### config.mk
export PLATFORM = sky130hd
export DESIGN_NAME = ebot_timer
export DESIGN_NICKNAME = d
export VERILOG_FILES = /design/src/ebot_pkg.sv /design/src/ebot_prescaler.sv /design/src/ebot_ext_sync.sv /design/src/ebot_timer.sv
export SDC_FILE = /design/constraint.sdc
export NUM_CORES = 1
export LEC_CHECK = 0
export BUFFER_PORTS_ARGS = -buffer_cell sky130_fd_sc_hd__buf_4
export CAP_MARGIN = 30
export CORE_ASPECT_RATIO = 0.8
export CORE_MARGIN = 1.5
export CORE_UTILIZATION = 53
export CTS_CLUSTER_DIAMETER = 50
export CTS_CLUSTER_SIZE = 8
export DETAILED_ROUTE_END_ITERATION = 16
export GPL_TIMING_DRIVEN = 0
export PLACE_DENSITY = 0.77
export SLEW_MARGIN = 20
export SYNTH_ARGS = -nofsm -noshare
export SYNTH_HDL_FRONTEND = slang
export SYNTH_HIERARCHICAL = 1
export SYNTH_SLANG_ARGS = --single-unit
### constraint.sdc
create_clock -name ref_clk_in -period 3.2 [get_ports ref_clk_in]
set_input_delay 0.8 -clock ref_clk_in [delete_from_list [all_inputs] [get_ports ref_clk_in]]
set_output_delay 0.8 -clock ref_clk_in [all_outputs]
set_load 0.01 [all_outputs]
### src/ebot_pkg.sv
// package of constants and types for the eight bit overflow timer
package ebot_pkg;

	// ==========================================================
	// register bus
	localparam int ADDR_W = 8;
	localparam int DATA_W = 8;
	localparam logic [7:0] OFS_CONTROL = 8'h00;
	localparam logic [7:0] OFS_COUNT = 8'h01;
	localparam logic [7:0] OFS_IRQ_MASK = 8'h02;
	localparam logic [7:0] OFS_IRQ_FLAGS = 8'h03;
	localparam logic [7:0] READ_IDLE = 8'h00;

	// ==========================================================
	// field positions
	localparam int CS_LSB = 0;
	localparam int CS_W = 3;
	localparam int OVF_BIT = 0;
	localparam int OVF_IE_BIT = 0;

	// ==========================================================
	// reset values
	localparam logic [2:0] RST_CLK_SEL = 3'h0;
	localparam logic [7:0] RST_COUNT = 8'h00;
	localparam logic [7:0] RST_IRQ_MASK = 8'h00;
	localparam logic RST_OVF = 1'b0;

	// ==========================================================
	// counter limits
	localparam logic [7:0] CNT_MAX = 8'hff;
	localparam logic [7:0] CNT_STEP = 8'h01;

	// ==========================================================
	// prescaler: tap k fires when its low bits are all ones
	localparam int PRE_W = 10;
	localparam int TAP_NUM = 5;
	localparam int TAP_LOG2 [0:TAP_NUM-1] = '{0, 3, 6, 8, 10};
	localparam logic [9:0] RST_PRE = 10'h000;

	// ==========================================================
	// clock source selections, in field code order
	typedef enum logic [2:0] {
		CS_STOP,
		CS_DIV1,
		CS_DIV8,
		CS_DIV64,
		CS_DIV256,
		CS_DIV1024,
		CS_EXT_FALL,
		CS_EXT_RISE
	} ebot_clk_sel_t;

	// ==========================================================
	// carriers and state
	typedef struct packed {
		logic [ADDR_W-1:0] addr;
		logic [DATA_W-1:0] wdata;
		logic wr;
		logic rd;
	} ebot_bus_req_t;

	typedef struct packed {
		logic [2:0] clk_sel;
		logic [7:0] count;
		logic [7:0] irq_mask;
		logic ovf;
		logic [7:0] rdata;
	} ebot_regs_t;

	typedef struct packed {
		logic s1;
		logic s2;
		logic s3;
	} ebot_sync_t;

endpackage

### src/ebot_prescaler.sv
// free running prescaler shared by both timers
`timescale 1ns/1ns
module ebot_prescaler
	import ebot_pkg::*;
(
	// clock and reset
	input wire logic ref_clk_in,
	input wire logic reset_n_in,
	// control
	input wire logic pre_clear_in,
	// taps
	output logic [TAP_NUM-1:0] taps_out
);

	// ==========================================================
	// state
	logic [PRE_W-1:0] cnt_r;
	logic [PRE_W-1:0] cnt_nxt;

	function automatic logic tap_hit(input logic [PRE_W-1:0] c, input int n);
		logic [PRE_W-1:0] m;
		m = PRE_W'((32'd1 << n) - 32'd1);
		return (c & m) == m;
	endfunction

	// ==========================================================
	// counter: runs whatever any timer selects
	always_comb begin
		cnt_nxt = cnt_r + PRE_W'(1);
		if (pre_clear_in) begin
			cnt_nxt = RST_PRE;
		end
	end

	always_ff @(posedge ref_clk_in or negedge reset_n_in) begin
		if (!reset_n_in) begin
			cnt_r <= RST_PRE;
		end else begin
			cnt_r <= cnt_nxt;
		end
	end

	// ==========================================================
	// taps: one cycle pulses except tap 0, which is high every cycle; first 2^n - 1 cycles after any start
	always_comb begin
		for (int k = 0; k < TAP_NUM; k++) begin
			taps_out[k] = tap_hit(cnt_r, TAP_LOG2[k]);
		end
	end

endmodule // ebot_prescaler

### src/ebot_ext_sync.sv
// synchroniser and edge detector for the external count input
`timescale 1ns/1ns
module ebot_ext_sync
	import ebot_pkg::*;
(
	// clock and reset
	input wire logic ref_clk_in,
	input wire logic reset_n_in,
	// pin
	input wire logic pin_in,
	// edge pulses
	output logic rise_out,
	output logic fall_out
);

	// ==========================================================
	// state
	ebot_sync_t st_r;
	ebot_sync_t st_nxt;

	// s1 feeds only s2; edges compare s2 with s3
	always_comb begin
		st_nxt = st_r;
		st_nxt.s1 = pin_in;
		st_nxt.s2 = st_r.s1;
		st_nxt.s3 = st_r.s2;
	end

	always_ff @(posedge ref_clk_in or negedge reset_n_in) begin
		if (!reset_n_in) begin
			st_r <= '0;
		end else begin
			st_r <= st_nxt;
		end
	end

	// ==========================================================
	// edges; a pulse narrower than a cycle may be missed
	assign rise_out = st_r.s2 & ~st_r.s3;
	assign fall_out = ~st_r.s2 & st_r.s3;

endmodule // ebot_ext_sync

### src/ebot_timer.sv
// eight bit up counter with overflow flag and register port
//
// Chosen here: the register offsets and the address-and-strobe port.
`timescale 1ns/1ns
module ebot_timer
	import ebot_pkg::*;
(
	// clock and reset
	input wire logic ref_clk_in,
	input wire logic reset_n_in,
	// register port
	input wire ebot_bus_req_t bus_req_in,
	output logic [DATA_W-1:0] rdata_out,
	// external count pin
	input wire logic ext_count_in,
	// processor interrupt handshake
	input wire logic global_irq_enable_in,
	input wire logic irq_vector_ack_in,
	output logic irq_out,
	// shared prescaler
	input wire logic prescaler_clear_in,
	output logic [TAP_NUM-1:0] prescale_taps_out,
	// status
	output logic [7:0] count_out,
	output logic overflow_flag_out,
	output logic timer_tick_out
);

	// ==========================================================
	// state and helpers
	ebot_regs_t st_r;
	ebot_regs_t st_nxt;
	logic [TAP_NUM-1:0] taps;
	logic ext_rise;
	logic ext_fall;
	logic timer_tick;
	logic wr_control;
	logic wr_count;
	logic wr_mask;
	logic wr_flags;
	logic ovf_set;
	logic ovf_clr;

	function automatic logic hit(input ebot_bus_req_t q, input logic [7:0] ofs);
		return q.addr == ofs;
	endfunction

	// ==========================================================
	// shared prescaler
	ebot_prescaler u_pre (
		.ref_clk_in(ref_clk_in),
		.reset_n_in(reset_n_in),
		.pre_clear_in(prescaler_clear_in),
		.taps_out(taps)
	);

	// other timer picks its own tap from the same taps
	assign prescale_taps_out = taps;

	// ==========================================================
	// external pin; its level is taken from the pad, so an
	// output-driven pin still counts
	ebot_ext_sync u_ext (
		.ref_clk_in(ref_clk_in),
		.reset_n_in(reset_n_in),
		.pin_in(ext_count_in),
		.rise_out(ext_rise),
		.fall_out(ext_fall)
	);

	// ==========================================================
	// tick select; changing select while the pin moves may
	// give one false tick
	always_comb begin
		case (ebot_clk_sel_t'(st_r.clk_sel))
			CS_STOP: begin
				timer_tick = 1'b0;
			end
			CS_DIV1: begin
				timer_tick = taps[0];
			end
			CS_DIV8: begin
				timer_tick = taps[1];
			end
			CS_DIV64: begin
				timer_tick = taps[2];
			end
			CS_DIV256: begin
				timer_tick = taps[3];
			end
			CS_DIV1024: begin
				timer_tick = taps[4];
			end
			CS_EXT_FALL: begin
				timer_tick = ext_fall;
			end
			CS_EXT_RISE: begin
				timer_tick = ext_rise;
			end
			default: begin
				timer_tick = 1'b0;
			end
		endcase
	end

	// ==========================================================
	// write decode
	always_comb begin
		wr_control = bus_req_in.wr && hit(bus_req_in, OFS_CONTROL);
		wr_count = bus_req_in.wr && hit(bus_req_in, OFS_COUNT);
		wr_mask = bus_req_in.wr && hit(bus_req_in, OFS_IRQ_MASK);
		wr_flags = bus_req_in.wr && hit(bus_req_in, OFS_IRQ_FLAGS);
	end

	// ==========================================================
	// flag events
	always_comb begin
		// a written count discards the tick, so no overflow
		ovf_set = timer_tick && (st_r.count == CNT_MAX) && !wr_count;
		ovf_clr = (wr_flags && bus_req_in.wdata[OVF_BIT])
			|| irq_vector_ack_in;
	end

	// ==========================================================
	// next state
	always_comb begin
		st_nxt = st_r;
		// counter
		if (timer_tick) begin
			st_nxt.count = st_r.count + CNT_STEP;
		end
		if (wr_count) begin
			st_nxt.count = bus_req_in.wdata;
		end
		// control and mask
		if (wr_control) begin
			st_nxt.clk_sel = bus_req_in.wdata[CS_LSB +: CS_W];
		end
		if (wr_mask) begin
			st_nxt.irq_mask = bus_req_in.wdata;
		end
		// flag: clear first so a same-cycle set wins
		if (ovf_clr) begin
			st_nxt.ovf = 1'b0;
		end
		if (ovf_set) begin
			st_nxt.ovf = 1'b1;
		end
		// read data stands for one cycle only
		st_nxt.rdata = READ_IDLE;
		if (bus_req_in.rd) begin
			if (hit(bus_req_in, OFS_CONTROL)) begin
				st_nxt.rdata = {5'h00, st_r.clk_sel};
			end else if (hit(bus_req_in, OFS_COUNT)) begin
				st_nxt.rdata = st_r.count;
			end else if (hit(bus_req_in, OFS_IRQ_MASK)) begin
				st_nxt.rdata = st_r.irq_mask;
			end else if (hit(bus_req_in, OFS_IRQ_FLAGS)) begin
				st_nxt.rdata = {7'h00, st_r.ovf};
			end else begin
				st_nxt.rdata = READ_IDLE;
			end
		end
	end

	// ==========================================================
	// registers
	always_ff @(posedge ref_clk_in or negedge reset_n_in) begin
		if (!reset_n_in) begin
			st_r.clk_sel <= RST_CLK_SEL;
			st_r.count <= RST_COUNT;
			st_r.irq_mask <= RST_IRQ_MASK;
			st_r.ovf <= RST_OVF;
			st_r.rdata <= READ_IDLE;
		end else begin
			st_r <= st_nxt;
		end
	end

	// ==========================================================
	// outputs
	assign rdata_out = st_r.rdata;
	assign count_out = st_r.count;
	assign overflow_flag_out = st_r.ovf;
	assign timer_tick_out = timer_tick;
	assign irq_out = global_irq_enable_in && st_r.irq_mask[OVF_IE_BIT] && st_r.ovf;

endmodule // ebot_timer

==> impl_metrics.py <==
metrics = {
    "logic_synthesis": {
        "synth_mux_area_share_pct": 12.1,
        "synth_top_family_by_area": "simple AND/OR/NAND/NOR gates",
        "synth_seq_area_share_pct": 49.2,
        "synth_seq_cells": 41,
        "synth_area_sq_um": 2090,
        "synth_cells": 199,
        "synth-xor-area-share_pct": 1.26,
        "synth_compound_area_share_pct": 7.26,
        "post_synth.cell_area_avg_sq_um": 10.5,
        "synth.area.top_cells": "dfrtp_1, mux2_2, buf_4",
        "postSynthNetCount": 226,
        "synth_async_sr_flop_share_pct": 100,
        "simple_gate_fraction_of_synth_area_pct": 19.6,
        "synth_top_flop_cell": "dfrtp_1",
        "synth-edff-count": 0,
        "ys.warnings.count": 6,
        "top_area_cell_type_share_of_the_netlist_area_pct": 49.2,
        "synth_top_area_cell": "dfrtp_1",
        "synth_fa_ha_area_share_pct": 1.80,
        "synth.distinct_cells": 33,
    },
    "cts": {
        "cts_tree": "done",
        "clock_insertion_delay_worst_skew_ns": 0.30,
        "cts.reportedPaths.clkPinSlew_ns": 0.08,
        "clock_sink_count": 41,
        "ctsLongestPathBuffers": 2,
        "cts_hold_repair.buffers": 0,
        "htreeDepth": 2,
        "cts_inserted_buffers": 5,
        "root_buffer": "clkbuf_8",
    },
    "floorplanning": {
        "design.portCount": 48,
        "start_util_pct": 55.2,
        "height_of_the_die_um": 59.1,
        "std_cell_rows": 20,
        "placeableCoreArea_sq_um": 3780,
        "die-width_um": 73.1,
        "floorplan.die_area_sq_um": 4320,
    },
    "placement": {
        "buffers_on_ports": 45,
        "placed_inst_area_sq_um": 2490,
        "gp_routability_congestion": 0.842,
        "post_detailed_placement_half_perimeter_wirelength_um": 3150,
        "place_worst_setup_slack_ns": 0.221,
    },
    "final_layout": {
        "nNetsFinal": 282,
        "fill_cells": 310,
        "layout_common_cells": "buf_4, dfrtp_1, nor2_1",
        "layout.cells.most_common": "buf_4",
        "drive_above_1_share_pct": 39.1,
        "diodes": 0,
        "area_growth_pct": 27.5,
        "fin_area_sq_um": 2660,
        "final_core_utilization_pct": 70.4,
    },
    "grt": {
        "grt_max_degree": 42,
        "gr-total-overflow": 0,
        "gr-usage-all-layers_pct": 23.1,
        "grt_antenna_before_repair": 0,
        "grt_pass1_vias": 1546,
        "grt_pass1_wl_um": 7290,
    },
    "sta": {
        "min_period_ns": 3.06,
        "fmax_mhz": 327,
        "final_critical_path_setup_slack_ns": 0.141,
        "fin_hold_ws_ns": 0.351,
        "finalMaxSlewViolations": 0,
        "final-hold-violation-count": 0,
        "skew_ns": 0.00920,
        "setup_viol_count_final": 0,
        "rsz_0062_raised_after_global_routing": "false",
        "slew_hr_pct": 54.2,
        "finalCritPeriodShare_pct": 95.6,
        "timing_worst_slew_pin_value_ns": 0.680,
        "fin_tns_setup_ns": 0,
    },
    "job": {
        "timing.max_cap.violations": 0,
    },
    "critical_path": {
        "setup.worst_path.start_class": "register",
        "worstSetupEndpointType": "output pin",
        "critPathMaxFanout": 11,
        "startpoint": "u_pre/cnt_r[1]",
        "worst_ep_arrival_time_ns": 2.26,
        "crit_end": "timer_tick_out",
        "worstRegToRegCells": 8,
        "rrSetupSlack_ns": 0.54,
        "critical_r2r_launch": "u_pre/cnt_r[1]",
        "required_ns": 2.40,
        "worstSetupPathType": "reg2out",
        "worst_r2r_endpoint": "count_out[5]",
    },
    "hold_path": {
        "holdCritPathClass": "reg2reg",
    },
    "drt": {
        "met2WireLength_um": 1930,
        "drt_first_pass_iters": 4,
        "final_antenna_net_count": 0,
        "routed.top_layer": "met4",
        "routed_via_density": 5.34,
        "route.final.wire_length_um": 4490,
        "via_count": 1660,
        "detailroute.wirelength.met3_um": 305,
        "routedWlPerCell_um": 14.4,
        "drt_iter0_markers": 91,
        "drt-met1-wl_um": 2200,
        "post-route-drc-count": 0,
    },
    "status": {
        "status": "completed",
    },
    "power": {
        "irDropWorstVdd_uv": 373,
        "cellLeakagePower_uw": 0.00124,
        "cellPowerDensity_nw_per_um2": 510,
    },
}
## metal layers
layer | vias up | GRT usage, %
li1 | 809 | -
met1 | 783 | 32.9
met2 | 64 | 32.7
met3 | 4 | 7.65
met4 | 0 | 8.89
met5 | - | 0
## kinds of logic after synthesis
group,after synthesis
buf+inv,27
simple gates,79
flops,41
fa+ha+maj,3
other cells,1
mux,21
xor+xnor,3
compound gates,24
## timing repair
item | CTS | global route
pin swaps | 3 | 2
setup endpoints to repair | 1 | 1
resized for setup | 2 | 2
endpoints found under the hold margin | 0 | 0
setup buffers | 2 | 3
## final cells by class
type	instances	area, sq um	area share, %
tap	55	68.8	2.59
clock inverter	1	30.0	1.13
clock buffer	7	86.3	3.25
buffer	22	158	5.93
sequential	41	1030	38.6
timing repair buffer	50	375	14.1
multi-input combinational	131	900	33.8
inverter	4	15.0	0.565
## worst min path at each step
stage / slack (ns) / end / from / cells after the start
5_1_grt: 0.36 / u_ext/st_nxt[0] / u_ext/st_nxt[1] / 0
4_1_cts: 0.35 / u_ext/st_nxt[0] / u_ext/st_nxt[1] / 0
3_3_place_gp: 0.34 / u_ext/st_nxt[0] / u_ext/st_nxt[1] / 0
6_report: 0.35 / u_ext/st_nxt[0] / u_ext/st_nxt[1] / 0
3_5_place_dp: 0.34 / u_ext/st_nxt[0] / u_ext/st_nxt[1] / 0
2_1_floorplan: 0.33 / u_ext/st_nxt[0] / u_ext/st_nxt[1] / 0
## power breakdown
part	internal, uW	switching [uW]
Combinational	165	130
Clock	254	182
Sequential	561	65.2
Total	981	377
## Yosys cell counts, types with 2 or more instances
library cell / count
nor2b_1: 8
and4_1: 2
a21oi_1: 5
and3_1: 3
o21ai_0: 6
nand3_1: 14
nor2_1: 20
or3_1: 3
ha_1: 3
mux4_2: 2
mux2_2: 13
mux2i_1: 6
inv_1: 4
nand4_1: 3
dfrtp_1: 41
a22oi_1: 5
buf_4: 18
nor4_1: 3
buf_2: 3
nand2_1: 14
xor2_1: 3
or4_1: 5
a31oi_1: 2
o211ai_1: 4
## per-stage QoR
stage,std cells,total power (uW)
2_1_floorplan,199,796
3_3_place_gp,299,914
4_1_cts,309,1360
5_1_grt,311,1430
3_5_place_dp,299,924
6_report,311,1360
## worst max-delay path, stage by stage (launching register included)
cell and delay (ns):
dfrtp_1 0.41, ha_4 0.16, nand4_1 0.22, nor2_2 0.25, mux2i_1 0.09, mux4_2 0.61, inv_1 0.09, buf_4 0.11
## flip-flops by register name, summed over array words and instances (netlist names)
name,flops
st_r,11
u_ext/st_nxt,2
rdata_out,8
overflow_flag_out,1
u_pre/cnt_r,10
count_out,8
u_ext/st_r,1
(Power assumes the default switching activity.)
